<file path="src/design/xcc_regs.vh">
// Notes on behaviour
// RL1 - power-down keeps cache memories unreachable; a flush write still walks and clears the tags
// RL2 - writing power-down forces cache enable low
// RL3 - sram access while powered down errors
// RL4 - non-zero alias write faults or drops
// RL5 - alias zero write invalidates matching line
// RL6 - disabled cache sends accesses to flash
// RL7 - enabled hit with valid line skips flash
// RL8 - sram access while enabled errors, untouched
// RL9 - flush write clears tags, keeps data
// RL10 - flush register read stalls until done
// RL11 - flush ready low while flushing only
// RL12 - reset release starts a full flush
// RL13 - two entry stream buffer, full/empty flags
// RL14 - saturating hit tally, write clears
// RL15 - saturating access tally, write clears
// RL16 - software loads pointer, hardware advances it
// RL17 - software may poll status instead
// RL18 - tallies hold at all ones
// RL19 - stream count runs down, zero aborts
// RL20 - flush bit self clears, zero ignored
`ifndef XCC_REGS_VH
`define XCC_REGS_VH
// register byte offsets
`define XCC_OFS_CONTROL   6'h00
`define XCC_OFS_FLUSH     6'h04
`define XCC_OFS_STATUS    6'h08
`define XCC_OFS_HIT       6'h0c
`define XCC_OFS_ACCESS    6'h10
`define XCC_OFS_POINTER   6'h14
`define XCC_OFS_STREAMCNT 6'h18
// control field positions
`define XCC_CTL_EN        0
`define XCC_CTL_BADWR     1
`define XCC_CTL_PDOWN     3
// flush field position
`define XCC_FLUSH_GO      0
// status field positions
`define XCC_ST_READY      0
`define XCC_ST_EMPTY      1
`define XCC_ST_FULL       2
// reset values
`define XCC_RST_EN        1'b1
`define XCC_RST_BADWR     1'b1
`define XCC_RST_PDOWN     1'b0
`define XCC_RST_TALLY     32'h00000000
`define XCC_RST_POINTER   30'h00000000
`define XCC_RST_STREAMCNT 22'h000000
// alias codes and bus answers
`define XCC_ALIAS_ALLOC   2'h0
`define XCC_RESP_OKAY     2'h0
`define XCC_RESP_SLVERR   2'h2
// pointer step per streamed word
`define XCC_PTR_STEP      30'h00000001
`endif

</file>
<file path="src/design/xcc_ctrl.v">
`timescale 1ns/100ps
`default_nettype none
`include "xcc_regs.vh"
module xcc_ctrl #(
  parameter TAG_ENTRIES = 64,
  parameter TAG_AW      = 6,
  parameter CNT_W       = 22
) (
  input  wire              aclk,
  input  wire              aresetn,
  input  wire [5:0]        s_axi_awaddr,
  input  wire [2:0]        s_axi_awprot,
  input  wire              s_axi_awvalid,
  output reg               s_axi_awready,
  input  wire [31:0]       s_axi_wdata,
  input  wire [3:0]        s_axi_wstrb,
  input  wire              s_axi_wvalid,
  output reg               s_axi_wready,
  output reg  [1:0]        s_axi_bresp,
  output reg               s_axi_bvalid,
  input  wire              s_axi_bready,
  input  wire [5:0]        s_axi_araddr,
  input  wire [2:0]        s_axi_arprot,
  input  wire              s_axi_arvalid,
  output reg               s_axi_arready,
  output reg  [31:0]       s_axi_rdata,
  output reg  [1:0]        s_axi_rresp,
  output reg               s_axi_rvalid,
  input  wire              s_axi_rready,
  input  wire              xip_req,
  input  wire              xip_write,
  input  wire [1:0]        xip_alias,
  input  wire              xip_sram,
  input  wire              xip_tag_match,
  input  wire              xip_line_valid,
  output reg               xip_done,
  output reg               xip_err,
  output reg               xip_flash_read,
  output reg               xip_from_cache,
  output reg               xip_invalidate,
  output reg               xip_sram_ok,
  output reg               cache_power_down,
  output reg               cache_enable,
  output reg               tag_clear,
  output reg  [TAG_AW-1:0] tag_clear_index,
  output reg               stream_req,
  output reg  [31:0]       stream_addr,
  input  wire              stream_ack,
  input  wire [31:0]       stream_data,
  input  wire              fifo_pop,
  output reg  [31:0]       fifo_data,
  output reg               fifo_empty,
  output reg               fifo_full
);
  localparam [31:0]       LAST_TAG_W = TAG_ENTRIES - 1;
  localparam [TAG_AW-1:0] LAST_TAG   = LAST_TAG_W[TAG_AW-1:0]; // cut to index width on purpose
  // control and state registers
  reg              fault_on_bad_alias_write;
  reg              flush_busy;
  reg [31:0]       hit_tally;
  reg [31:0]       access_tally;
  reg [29:0]       stream_read_pointer;
  reg [CNT_W-1:0]  stream_count;
  reg              stream_discard;
  reg [31:0]       fifo_slot1;
  // bus holding state
  reg [5:0]        wr_addr;
  reg [31:0]       wr_data;
  reg              wr_addr_held;
  reg              wr_data_held;
  reg [5:0]        rd_addr;
  reg              rd_pend;
  // write strobe decode
  wire wr_fire = wr_addr_held && wr_data_held && !s_axi_bvalid;
  wire wr_ctl  = wr_fire && (wr_addr == `XCC_OFS_CONTROL);
  wire wr_fl   = wr_fire && (wr_addr == `XCC_OFS_FLUSH);
  wire wr_hit  = wr_fire && (wr_addr == `XCC_OFS_HIT);
  wire wr_acc  = wr_fire && (wr_addr == `XCC_OFS_ACCESS);
  wire wr_ptr  = wr_fire && (wr_addr == `XCC_OFS_POINTER);
  wire wr_cnt  = wr_fire && (wr_addr == `XCC_OFS_STREAMCNT);
  wire wr_map  = wr_ctl || wr_fl || wr_hit || wr_acc || wr_ptr || wr_cnt ||
                 (wr_fire && (wr_addr == `XCC_OFS_STATUS));
  // access classification for the cache side
  wire cacheable = !xip_alias[1];
  wire alloc_wr  = xip_write && (xip_alias == `XCC_ALIAS_ALLOC);
  wire line_hit  = cache_enable && cacheable && xip_tag_match && xip_line_valid;
  wire xip_read  = xip_req && !xip_sram && !xip_write;
  wire hit_evt   = xip_read && line_hit;
  wire acc_evt   = xip_req && !xip_sram;
  // stream buffer events
  wire do_pop    = fifo_pop && !fifo_empty;
  wire do_push   = stream_ack && stream_req && !stream_discard;

  // control register, power-down overrides enable
  always @(posedge aclk) begin
    if (!aresetn) begin
      cache_enable             <= `XCC_RST_EN;
      fault_on_bad_alias_write <= `XCC_RST_BADWR;
      cache_power_down         <= `XCC_RST_PDOWN;
    end else if (wr_ctl) begin
      cache_power_down         <= wr_data[`XCC_CTL_PDOWN]; // [RL1]
      fault_on_bad_alias_write <= wr_data[`XCC_CTL_BADWR];
      cache_enable             <= wr_data[`XCC_CTL_EN] && !wr_data[`XCC_CTL_PDOWN]; // [RL2]
    end
  end

  // flush walker, armed by reset so the release starts a full clear
  always @(posedge aclk) begin
    if (!aresetn) begin
      flush_busy      <= 1'b1; // [RL12]
      tag_clear       <= 1'b0;
      tag_clear_index <= {TAG_AW{1'b0}};
    end else if (wr_fl && wr_data[`XCC_FLUSH_GO]) begin
      flush_busy      <= 1'b1; // [RL9] [RL20]
      tag_clear       <= 1'b0;
      tag_clear_index <= {TAG_AW{1'b0}};
    end else if (flush_busy) begin
      tag_clear <= 1'b1; // tags only, data ram untouched [RL9]
      if (tag_clear) begin
        if (tag_clear_index == LAST_TAG) begin
          flush_busy <= 1'b0;
          tag_clear  <= 1'b0;
        end else begin
          tag_clear_index <= tag_clear_index + 1'b1;
        end
      end
    end
  end

  // per-access decisions, one cycle after the request
  always @(posedge aclk) begin
    if (!aresetn) begin
      xip_done       <= 1'b0;
      xip_err        <= 1'b0;
      xip_flash_read <= 1'b0;
      xip_from_cache <= 1'b0;
      xip_invalidate <= 1'b0;
      xip_sram_ok    <= 1'b0;
    end else begin
      xip_done       <= xip_req;
      xip_err        <= 1'b0;
      xip_flash_read <= 1'b0;
      xip_from_cache <= 1'b0;
      xip_invalidate <= 1'b0;
      xip_sram_ok    <= 1'b0;
      if (xip_req) begin
        if (xip_sram) begin
          if (cache_power_down || cache_enable)
            xip_err <= 1'b1; // [RL3] [RL8]
          else
            xip_sram_ok <= 1'b1;
        end else if (xip_write) begin
          if (alloc_wr)
            xip_invalidate <= xip_tag_match && !cache_power_down; // [RL5] [RL1]
          else
            xip_err <= fault_on_bad_alias_write; // [RL4]
        end else if (line_hit) begin
          xip_from_cache <= 1'b1; // [RL7]
        end else begin
          xip_flash_read <= 1'b1; // [RL6]
        end
      end
    end
  end

  // saturating tallies, an event in the clearing cycle still counts
  always @(posedge aclk) begin
    if (!aresetn) begin
      hit_tally    <= `XCC_RST_TALLY;
      access_tally <= `XCC_RST_TALLY;
    end else begin
      if (wr_hit)
        hit_tally <= {31'h00000000, hit_evt}; // [RL14]
      else if (hit_evt && (hit_tally != 32'hffffffff))
        hit_tally <= hit_tally + 32'h00000001; // [RL14] [RL18]
      if (wr_acc)
        access_tally <= {31'h00000000, acc_evt}; // [RL15]
      else if (acc_evt && (access_tally != 32'hffffffff))
        access_tally <= access_tally + 32'h00000001; // [RL15] [RL18]
    end
  end

  // stream engine: pointer, count and one outstanding flash read
  always @(posedge aclk) begin
    if (!aresetn) begin
      stream_read_pointer <= `XCC_RST_POINTER;
      stream_count        <= `XCC_RST_STREAMCNT;
      stream_req          <= 1'b0;
      stream_discard      <= 1'b0;
      stream_addr         <= 32'h00000000;
    end else begin
      if (stream_req && stream_ack) begin
        stream_req     <= 1'b0;
        stream_discard <= 1'b0;
      end
      if (wr_cnt) begin
        stream_count   <= wr_data[CNT_W-1:0];
        stream_discard <= stream_req && !stream_ack; // abort drops in-flight [RL19]
      end else if (do_push) begin
        stream_count        <= stream_count - 1'b1; // [RL19]
        stream_read_pointer <= stream_read_pointer + `XCC_PTR_STEP; // [RL16]
      end else if (wr_ptr) begin
        stream_read_pointer <= wr_data[31:2]; // [RL16]
      end
      // issue next read while room remains; only one read is ever in flight
      if (!stream_req && !wr_cnt && (stream_count != {CNT_W{1'b0}}) && !fifo_full) begin
        stream_req  <= 1'b1;
        stream_addr <= {stream_read_pointer, 2'b00};
      end
    end
  end

  // two entry stream buffer, head kept in its own flop
  always @(posedge aclk) begin
    if (!aresetn) begin
      fifo_data  <= 32'h00000000;
      fifo_slot1 <= 32'h00000000;
      fifo_empty <= 1'b1; // [RL13]
      fifo_full  <= 1'b0; // [RL13]
    end else begin
      if (do_pop && do_push) begin
        if (fifo_full) begin
          fifo_data  <= fifo_slot1;
          fifo_slot1 <= stream_data;
        end else begin
          fifo_data <= stream_data;
        end
      end else if (do_pop) begin
        fifo_data  <= fifo_slot1;
        fifo_full  <= 1'b0;
        fifo_empty <= !fifo_full;
      end else if (do_push && !fifo_full) begin
        if (fifo_empty)
          fifo_data <= stream_data;
        else
          fifo_slot1 <= stream_data;
        fifo_empty <= 1'b0;
        fifo_full  <= !fifo_empty; // [RL13]
      end
    end
  end

  // write channel: address and data taken in either order
  always @(posedge aclk) begin
    if (!aresetn) begin
      s_axi_awready <= 1'b0;
      s_axi_wready  <= 1'b0;
      s_axi_bvalid  <= 1'b0;
      s_axi_bresp   <= `XCC_RESP_OKAY;
      wr_addr_held  <= 1'b0;
      wr_data_held  <= 1'b0;
      wr_addr       <= 6'h00;
      wr_data       <= 32'h00000000;
    end else begin
      s_axi_awready <= !wr_addr_held && !(s_axi_awvalid && s_axi_awready);
      s_axi_wready  <= !wr_data_held && !(s_axi_wvalid && s_axi_wready);
      if (s_axi_awvalid && s_axi_awready) begin
        wr_addr      <= {s_axi_awaddr[5:2], 2'b00};
        wr_addr_held <= 1'b1;
      end
      if (s_axi_wvalid && s_axi_wready) begin
        wr_data      <= s_axi_wdata;
        wr_data_held <= 1'b1;
      end
      if (wr_fire) begin
        s_axi_bvalid <= 1'b1;
        s_axi_bresp  <= wr_map ? `XCC_RESP_OKAY : `XCC_RESP_SLVERR;
      end else if (s_axi_bvalid && s_axi_bready) begin
        s_axi_bvalid  <= 1'b0;
        wr_addr_held  <= 1'b0;
        wr_data_held  <= 1'b0;
        s_axi_awready <= 1'b1;
        s_axi_wready  <= 1'b1;
      end
    end
  end

  // read channel, flush register reads wait out a running flush
  always @(posedge aclk) begin
    if (!aresetn) begin
      s_axi_arready <= 1'b0;
      s_axi_rvalid  <= 1'b0;
      s_axi_rdata   <= 32'h00000000;
      s_axi_rresp   <= `XCC_RESP_OKAY;
      rd_pend       <= 1'b0;
      rd_addr       <= 6'h00;
    end else begin
      s_axi_arready <= !rd_pend && !s_axi_rvalid && !(s_axi_arvalid && s_axi_arready);
      if (s_axi_arvalid && s_axi_arready) begin
        rd_addr <= {s_axi_araddr[5:2], 2'b00};
        rd_pend <= 1'b1;
      end
      if (rd_pend && !((rd_addr == `XCC_OFS_FLUSH) && flush_busy)) begin // [RL10]
        rd_pend      <= 1'b0;
        s_axi_rvalid <= 1'b1;
        s_axi_rresp  <= `XCC_RESP_OKAY;
        s_axi_rdata  <= 32'h00000000;
        if (rd_addr == `XCC_OFS_CONTROL)
          s_axi_rdata <= {28'h0000000, cache_power_down, 1'b0, fault_on_bad_alias_write, cache_enable};
        else if (rd_addr == `XCC_OFS_FLUSH)
          s_axi_rdata <= 32'h00000000; // bit self clears [RL20]
        else if (rd_addr == `XCC_OFS_STATUS)
          s_axi_rdata <= {29'h00000000, fifo_full, fifo_empty, !flush_busy}; // [RL11] [RL17]
        else if (rd_addr == `XCC_OFS_HIT)
          s_axi_rdata <= hit_tally;
        else if (rd_addr == `XCC_OFS_ACCESS)
          s_axi_rdata <= access_tally;
        else if (rd_addr == `XCC_OFS_POINTER)
          s_axi_rdata <= {stream_read_pointer, 2'b00};
        else if (rd_addr == `XCC_OFS_STREAMCNT)
          s_axi_rdata <= {{(32-CNT_W){1'b0}}, stream_count};
        else
          s_axi_rresp <= `XCC_RESP_SLVERR;
      end else if (s_axi_rvalid && s_axi_rready) begin
        s_axi_rvalid  <= 1'b0;
        s_axi_arready <= 1'b1;
      end
    end
  end
endmodule
`default_nettype wire

</file>
<file path="config.mk">
export PLATFORM = sky130hd
export DESIGN_NAME = xcc_ctrl
export DESIGN_NICKNAME = d
export VERILOG_FILES = /design/src/design/xcc_ctrl.v
export VERILOG_INCLUDE_DIRS = /design/src /design/src/design
export SDC_FILE = /design/constraint.sdc
export NUM_CORES = 1
export LEC_CHECK = 0
export BUFFER_PORTS_ARGS = -buffer_cell sky130_fd_sc_hd__buf_2
export CAP_MARGIN = 5
export CORE_MARGIN = 4
export CORE_UTILIZATION = 62
export CTS_BUF_LIST = sky130_fd_sc_hd__clkbuf_4
export DETAILED_ROUTE_END_ITERATION = 10
export MAX_ROUTING_LAYER = met4
export PLACE_DENSITY = 0.85
export SKIP_LAST_GASP = 1
export SYNTH_ARGS = -nofsm -noshare
export SYNTH_HDL_FRONTEND = slang
export SYNTH_SLANG_ARGS = --single-unit
</file>
<file path="constraint.sdc">
create_clock -name aclk -period 4.4 [get_ports aclk]
set_input_delay 0.88 -clock aclk [delete_from_list [all_inputs] [get_ports aclk]]
set_output_delay 0.88 -clock aclk [all_outputs]
set_load 0.05 [all_outputs]
</file>
==> run metrics, run 1 <==
status complete, no violations; CTS tree done; Slew Viols, Final 0; Reg-to-Reg Start s_axi_bvalid; minimum clock period 3.01 ns; post-synth cell types approximately 80; Worst Path Arrival approximately 3.6 ns; critical path capture point type register; Die H 160 um; remaining antenna violation count 0; Power Dens Cells around 500 mW/mm^2; final setup fails 0; root buf cell clkbuf_4; Synth top cells by count dfxtp_1 (313), nand2_1 (275), a21oi_1 (194); CP Max Fanout 22; Residual DRC 0; Max-slew headroom between 10% and 20%; GRT Total Usage 32.6%; CP endpoint access_tally[19]; port bufs 206; Post-DP HPWL about 29 mm; FF-to-FF path depth 5; crit-path max cell delay between 0.8 and 0.9 ns; Cell Rows 55; reg2reg end access_tally[19]; drt first pass iters 9; IO Pins 225; CTS clk-pin slew, worst paths 0.07 ns; Post-synth ARST share 0%; Worst Hold Class input port to register; post-synthesis register bit count roughly 310; period utilization between 60% and 70%; Nets 2060; most common cell in the netlist dfxtp_1; vias in the first global route 13680; drt wl/cell 18.4 um; unrepaired setup endpoints after global routing false; Seq/Total Area, Yosys 43.8%; core area ~0.023 sq mm; Final Hold Vio Count 0; VDD IR-drop max 0.000382 V; leading post-synthesis cells by cell area dfxtp_1 (44%), nand2_1 (7.2%), a21oi_1 (6.8%), o21ai_0 (5.0%), nand3_1 (3.1%); Cells after Synth 1788; initial antenna violation count 4; DR vias 14713; hold_buf cts 0; RePlAce Congestion 0.923; Tightest Pin Transition around 1.2 ns; clock latency on the worst-skew pair 0.69 ns; clock tree buffer depth 3; final setup TNS 0 ns; grt total ovfl 0; largest area contributor in the netlist dfxtp_1; vias per cell between 6 and 7; drt initial violations 1904; Synth Area per Inst around 8 sq um; area growth from synthesis to layout 13.4%; Final Skew 0.0420 ns; Post-synth EDFFs 0; reg-to-reg slack, setup 1.39 ns; pin count of the biggest net entering global routing 88; Place WS 1.11 ns; Yosys top cell area share 43.8%; final wirelength 42.1 mm; # Max-Cap Violations 0; final setup margin between 1 and 1.5 ns; die span in x 160 um; leakage power 6.07 nW; CP startpoint s_axi_bvalid; CTS H-tree lvls 3; Die Area around 0.026 sq mm; max frequency 332 MHz; Starting Density between 60% and 70%; share of cells above drive strength 1 18.5%; cts bufs inserted 80; worst-path cell chain nand4bb_1 > nor4b_1 > nand2b_1 > buf_4 > a21oi_1; Netlist Area Pre-Place 0.0143 sq mm; slowest stage cell, crit path nor4b_1; startpoint types register; Setup CP Type register to register; WHS 0.434 ns; worst path required time between 4 and 5 ns; ys flop type dfxtp_1; clock sink count roughly 310; Post-CTS Setup Bufs 0; yosys warns 0; first-pass GRT wire length 68.4 mm; CTS resizes 0
==> worst min-delay path by stage <==
stage	from	end	cells after the start
after detailed placement	s_axi_rdata[14]	s_axi_rdata[14]	2
final	s_axi_wdata[25]	wr_data[25]	3
after global placement	s_axi_rdata[22]	s_axi_rdata[22]	2
after CTS	s_axi_wdata[25]	wr_data[25]	3
after global routing	s_axi_wdata[22]	wr_data[22]	3
after floorplan	wr_data[25]	wr_data[25]	2
==> cells by family after synthesis <==
logic type,after synthesis,synth area share [%]
AND/OR/NAND/NOR,718,24.9
AO/OA/AOI/OAI,544,23.4
flip-flops,313,43.8
buffers and inverters,163,4.69
XOR/XNOR,28,1.71
multiplexers,16,1.13
adder cells (fa/ha/maj),5,0.437
other,1,0.0262
==> layout make-up <==
cell class              count  area [sq um]
clock inverters            21           109
flip-flops and latches    313          6270
diodes                      4          10.0
inverters                  19          73.8
well taps                 285           357
repair buffers            224          1170
clock buffers             114           856
multi-input cells        1315          7400
fillers                  1830          6470
==> worst max-delay path: cells and delay by family (launching register included) <==
kind | cells | cell delay, ns
simple gates | 3 | 2.18
flops | 1 | 0.35
buf+inv | 1 | 0.31
compound gates | 1 | 0.05
==> cells in the final DEF (no fill, tap or decap), types with 19 or more instances in the layout <==
master / instances
a211oi_1: 19
a21oi_1: 194
a22o_1: 20
a2bb2oi_1: 20
buf_2: 206
clkbuf_4: 114
dfxtp_1: 313
nand2_1: 275
nand3_1: 89
nand4_1: 35
nor2_1: 106
nor3_1: 49
o21ai_0: 142
o22ai_1: 33
o31ai_1: 28
or3_1: 39
or4_1: 28
==> sequential cells by signal, indices dropped and copies added (netlist names), 4 cells and up <==
register	flops
fifo_slot1	32
stream_read_pointer	30
tag_clear_index	6
fifo_data	32
access_tally	32
stream_count	22
wr_data	32
hit_tally	32
stream_addr	30
s_axi_rdata	32
wr_addr	4
rd_addr	4
==> where the power goes <==
part	switching (mW)	internal, mW
Clock	1.17	1.25
Combinational	1.46	0.571
Sequential	0.327	3.12
==> stage by stage <==
| step | total power [mW] | cells | area [sq um] | utilization, % |
|---|---|---|---|---|
| detailed placement | 5.50 | 2155 | 15300 | 67.2 |
| finish | 7.89 | 2295 | 16200 | 71.5 |
| floorplan | 5.05 | 1791 | 14300 | - |
| global placement | 5.44 | 2155 | 15300 | 67.2 |
| global route | 8.29 | 2295 | 16200 | 71.5 |
| CTS | 7.89 | 2290 | 16200 | 71.4 |
==> routing by layer <==
layer	track usage [%]	wire (um)	vias to the layer above
li1	-	-	6914
met5	-	0	-
met1	42.6	16900	6871
met4	14.3	1640	0
met3	5.96	4230	142
met2	49.7	19300	786
(Power assumes the default switching activity.)
==> run 2, diff against run 1 <==
Settings changed: CORE_UTILIZATION 62 to 53, PLACE_DENSITY 0.85 to 0.77.
Clock period 4.4 ns to 2.45 ns, I/O delays scaled along.
==> run 2 against run 1 <==
Compared with the run above:
- sequential cell count is the same
- combinational power increased by 100%
- sequential power grew 78%
- setup slack worse by 1.2 ns
- utilization shrank 4.6 points
- hold slack got worse by 0.41 ns
- die area increased by 16%
- largest cell class unchanged
- largest power group unchanged
==> run metrics, run 2 (same netlist as run 1, synthesis figures left out) <==
Worst Hold Class input port to register; clock latency on the worst-skew pair 0.74 ns; worst-path cell chain and4_1 > nand2_1 > or2_0 > or4_1 > a21oi_1; first-pass GRT wire length between 70 and 80 mm; sequential share of power approximately two fifths; critical path capture point type register; Final Hold Vio Count 0; die span in x 172 um; Sw Ratio a little under two fifths; Die H 172 um; Post-DP HPWL ~31 mm; remaining antenna violation count 0; Final Util around two thirds; WHS 0.0287 ns; final setup fails 0; fillcell total 2211; cts bufs inserted 84; Max-slew headroom 29.2%; vias in the first global route 14279; Setup CP Type register to register; root buf cell clkbuf_4; IO Pins 225; CTS H-tree lvls 3; placed cells between 2000 and 2500; unrepaired setup endpoints after global routing false; # Max-Cap Violations 0; max frequency between 400 and 500 MHz; startpoint types register; Final Skew 0.0672 ns; drt first pass iters 6; Cell Rows 59; DR vias 15174; Clk pwr share roughly 31%; clock sink count 313; most frequent cells in the layout dfxtp_1 (313), nand2_1 (275), buf_2 (206); final wirelength roughly 46 mm; Die Area between 0.02 and 0.03 sq mm; final setup TNS 0 ns; minimum clock period 2.29 ns; drt initial violations 1417; crit-path max cell delay ~0.57 ns; area growth from synthesis to layout 22.9%; NetSw 5.54 mW; period utilization 93.3%; vias per cell 6.11; Post-CTS Setup Bufs 0; pin count of the biggest net entering global routing between 80 and 90; clock tree buffer depth 3; Tightest Pin Transition 1.05 ns; status complete, no violations; commonest non-fill, non-tap cell in the layout dfxtp_1; port bufs ~210; slowest stage cell, crit path or4_1; critical path's top delay family simple AND/OR/NAND/NOR gates; Cell Area, Placed around 0.016 sq mm; core area 0.0263 sq mm; GRT Total Usage 30.7%; share of cells above drive strength 1 21.3%; Slew Viols, Final 0; worst path required time 3.11 ns; Power Dens Cells 844 mW/mm^2; Comb pwr share roughly 28%; CP Buf/Inv Count 0; grt total ovfl 0; Nets 2192; Starting Density 54.5%; Pint 9.31 mW; CTS tree done; VDD IR-drop max 0.000737 V; initial antenna violation count 2; CTS clk-pin slew, worst paths 0.06 ns; post-route cell area around 0.018 sq mm; drt wl/cell between 15 and 20 um; leakage power between 6 and 7 nW; Residual DRC 0; RePlAce Congestion 0.955; final cell count without fillers ~2500; CP Max Fanout 10; Worst Path Arrival roughly 3.0 ns
## run 2: changes by cell type in the layout (fill, tap and decap cells not counted)
cell / delta
clkbuf_4: +11
clkinv_1: -3
clkinvlp_4: +1
bufinv_16: -1
clkinv_4: +1
diode_2: -1
inv_2: -5
buf_4: +63
clkinv_2: +3
inv_6: +4
dlygate4sd3_1: +57
buf_12: +8
## run 2: final timing paths
| path | startpoint | endpoint | slack (ns) | cells past startpoint |
|---|---|---|---|---|
| min | stream_data[21] | fifo_slot1[21] | 0.03 | 3 |
| max reg2reg | hit_tally[3] | hit_tally[21] | 0.16 | 5 |
| min reg2reg | s_axi_rdata[15] | s_axi_rdata[15] | 0.45 | 2 |
| max | hit_tally[3] | hit_tally[21] | 0.16 | 5 |
## run 2: worst min-delay path, stage by stage
cell and delay [ns]:
buf_2 0.10, nand2_1 0.05, a21oi_1 0.05
## run 2: layout make-up
class / count / area, sq um / share of cell area [%]
Antenna cell: 3 / 7.51 / 0.0427
Clock buffer: 125 / 938 / 5.34
Clock inverter: 21 / 115 / 0.654
Inverter: 19 / 73.8 / 0.420
Multi-Input combinational cell: 1315 / 7400 / 42.1
Sequential cell: 313 / 6270 / 35.6
Tap cell: 335 / 419 / 2.38
Timing Repair Buffer: 352 / 2370 / 13.5
## run 2: routing by layer
layer / track usage, % / vias up / share of wire, %
met5: - / - / 0
met4: 12.4 / 0 / 3.8
met3: 5.03 / 154 / 7.6
met2: 48.6 / 705 / 47
met1: 39.3 / 7131 / 41
li1: - / 7184 / -
## run 2: power by group through the flow
stage	Combinational (mW)	Clock (mW)	Sequential (mW)
floorplan	2.13	0	6.94
global placement	3.94	0	6.19
detailed placement	4.00	0	6.21
CTS	4.09	4.66	6.10
global route	4.46	4.97	6.19
finish	4.14	4.59	6.13
## run 2: repair_timing
action / in CTS / in global routing
setup endpoints to repair: 0 / 0
resized for setup: 0 / 0
hold buffers: 57 / 0
hold endpoints to repair: 57 / 0
## run 2: per-stage QoR
stage	worst slack (ns)	power, mW
after global routing	0.0514	15.6
final	0.164	14.9
after CTS	0.210	14.9
after global placement	0.303	10.1
after floorplan	0.260	9.07
after detailed placement	0.225	10.2
==> run 3, diff against run 2 <==
Settings changed: CORE_UTILIZATION 53 to 49, PLACE_DENSITY 0.77 to 0.72.
==> run 3 against run 2 <==
Compared with the run above:
- hold slack better by 0.0035 ns
- utilization fell by 6.5 points
- power decreased by 0.92%
- design area fell by 1.1%
- register-to-register slack about the same
- via count decreased by 2.6%
- clock power down 2%
- critical path depth stayed put
- sequential cell count is the same
- sequential power barely moved
- non-clock buffer count fell by 22
==> run metrics, run 3 (same netlist as run 1, synthesis figures left out) <==
Die H 179 um; VDD IR-drop max 0.000694 V; vias in the first global route 13635; root buf cell clkbuf_4; slowest stage cell, crit path or4_1; worst hold path depth 3; pin count of the biggest net entering global routing 84; Worst Hold Class input port to register; Cell Area, Placed 0.0160 sq mm; Worst Path Arrival 2.92 ns; first-pass GRT wire length between 60 and 70 mm; core area 0.0288 sq mm; Setup CP Type register to register; critical path capture point type register; max frequency 436 MHz; crit-path max cell delay 0.57 ns; Cell Rows 62; die span in x 179 um; CTS clk-pin slew, worst paths around 0.06 ns; status complete, no violations; min-delay src s_axi_wdata[9]; RePlAce Congestion 0.938; remaining antenna violation count 0; Slew Viols, Final 0; Die Area between 0.03 and 0.04 sq mm; FF-to-FF path depth 5; IO Pins 225; Nets about 2200; hold_buf cts 40; Reg-to-Reg Start hit_tally[2]; Residual DRC 0; clock tree buffer depth 3; reg2reg end hit_tally[21]; reg-to-reg slack, setup roughly 0.16 ns; final setup TNS 0 ns; # Max-Cap Violations 0; Final Skew 0.0806 ns; CTS tree done; startpoint types register; Hold Path End wr_data[9]; drt initial violations about 1200; drt wl/cell 17.7 um; CTS H-tree lvls 3; worst path required time 3.08 ns; Starting Density 49.7%; clock sink count about 310; vias per cell slightly below 6; clock latency on the worst-skew pair 0.73 ns; Post-CTS Setup Bufs 0; minimum clock period approximately 2.3 ns; leakage power 6.62 nW; drt first pass iters 6; port bufs a little over 200; Final Hold Vio Count 0; Tightest Pin Transition about 0.96 ns; final setup fails 0; Comb pwr share 27.8%; most frequent cells in the layout dfxtp_1 (313), nand2_1 (275), buf_2 (205); commonest non-fill, non-tap cell in the layout dfxtp_1; fillcell total 2598; period utilization 93.6%; Power Dens Cells 846 mW/mm^2; worst-path cell chain and4_1 > nand2_1 > or2_0 > or4_1 > a21oi_1; sequential share of power 41.5%; Sw Ratio between 30% and 40%; initial antenna violation count 4; cts bufs inserted 84; unrepaired setup endpoints after global routing false; CP Max Fanout 10; NetSw 5.46 mW; Post-DP HPWL 31.1 mm; area growth from synthesis to layout 21.5%; grt total ovfl 0; DR vias 14780; post-route cell area 0.0174 sq mm; final wirelength 44.5 mm; GRT Total Usage 27.2%; Clk pwr share ~31%; Pint between 9 and 10 mW; Max-slew headroom 35.2%; share of cells above drive strength 1 20.9%; CTS resizes 0
[run 3: critical path: cells and delay by family, from the launching register on]
kind	cells	cell delay, ns
AND/OR/NAND/NOR	4	1.55
AO/OA/AOI/OAI	1	0.15
flip-flops	1	0.52
[run 3: how the worst max path moves through the flow]
stage	start	to	slack [ns]	cells past startpoint
detailed placement	stream_count[9]	stream_addr[5]	0.22	6
global placement	xip_sram	hit_tally[16]	0.24	6
floorplan	s_axi_bvalid	access_tally[21]	0.26	7
finish	hit_tally[2]	hit_tally[21]	0.16	5
CTS	stream_count[9]	stream_addr[5]	0.17	6
global route	stream_count[9]	stream_addr[4]	0.06	6
[run 3: per-stage QoR]
stage	power [mW]	hold slack [ns]	cells	util (%)	setup slack (ns)
final	14.7	0.0323	2505	60.4	0.156
after global routing	15.4	0.00682	2503	60.4	0.0555
after CTS	14.8	0.00227	2498	60.4	0.166
after detailed placement	10.2	0.439	2320	55.4	0.218
after global placement	10.1	0.431	2320	55.4	0.238
after floorplan	9.07	0.436	1791	-	0.260
[run 3: layout make-up]
type | instances | area [sq um] | area share, %
Clock inverter | 20 | 131 | 0.755
Tap cell | 384 | 480 | 2.76
Clock buffer | 118 | 886 | 5.09
Inverter | 19 | 73.8 | 0.424
Sequential cell | 313 | 6270 | 36.0
Multi-Input combinational cell | 1315 | 7400 | 42.5
Timing Repair Buffer | 330 | 2140 | 12.3
Antenna cell | 6 | 15.0 | 0.0863
[run 3: power groups by stage]
| stage | registers (mW) | logic, mW | clock network (mW) |
|---|---|---|---|
| 2_1_floorplan | 6.94 | 2.13 | 0 |
| 3_3_place_gp | 6.18 | 3.94 | 0 |
| 3_5_place_dp | 6.20 | 4.01 | 0 |
| 4_1_cts | 6.09 | 4.07 | 4.60 |
| 5_1_grt | 6.16 | 4.43 | 4.85 |
| 6_report | 6.11 | 4.10 | 4.51 |
[run 3: layer usage]
layer,wire length (um),track usage (%)
met1,18300,34.9
met2,21000,43.0
met3,3830,4.98
met4,1330,10.3
met5,0,-
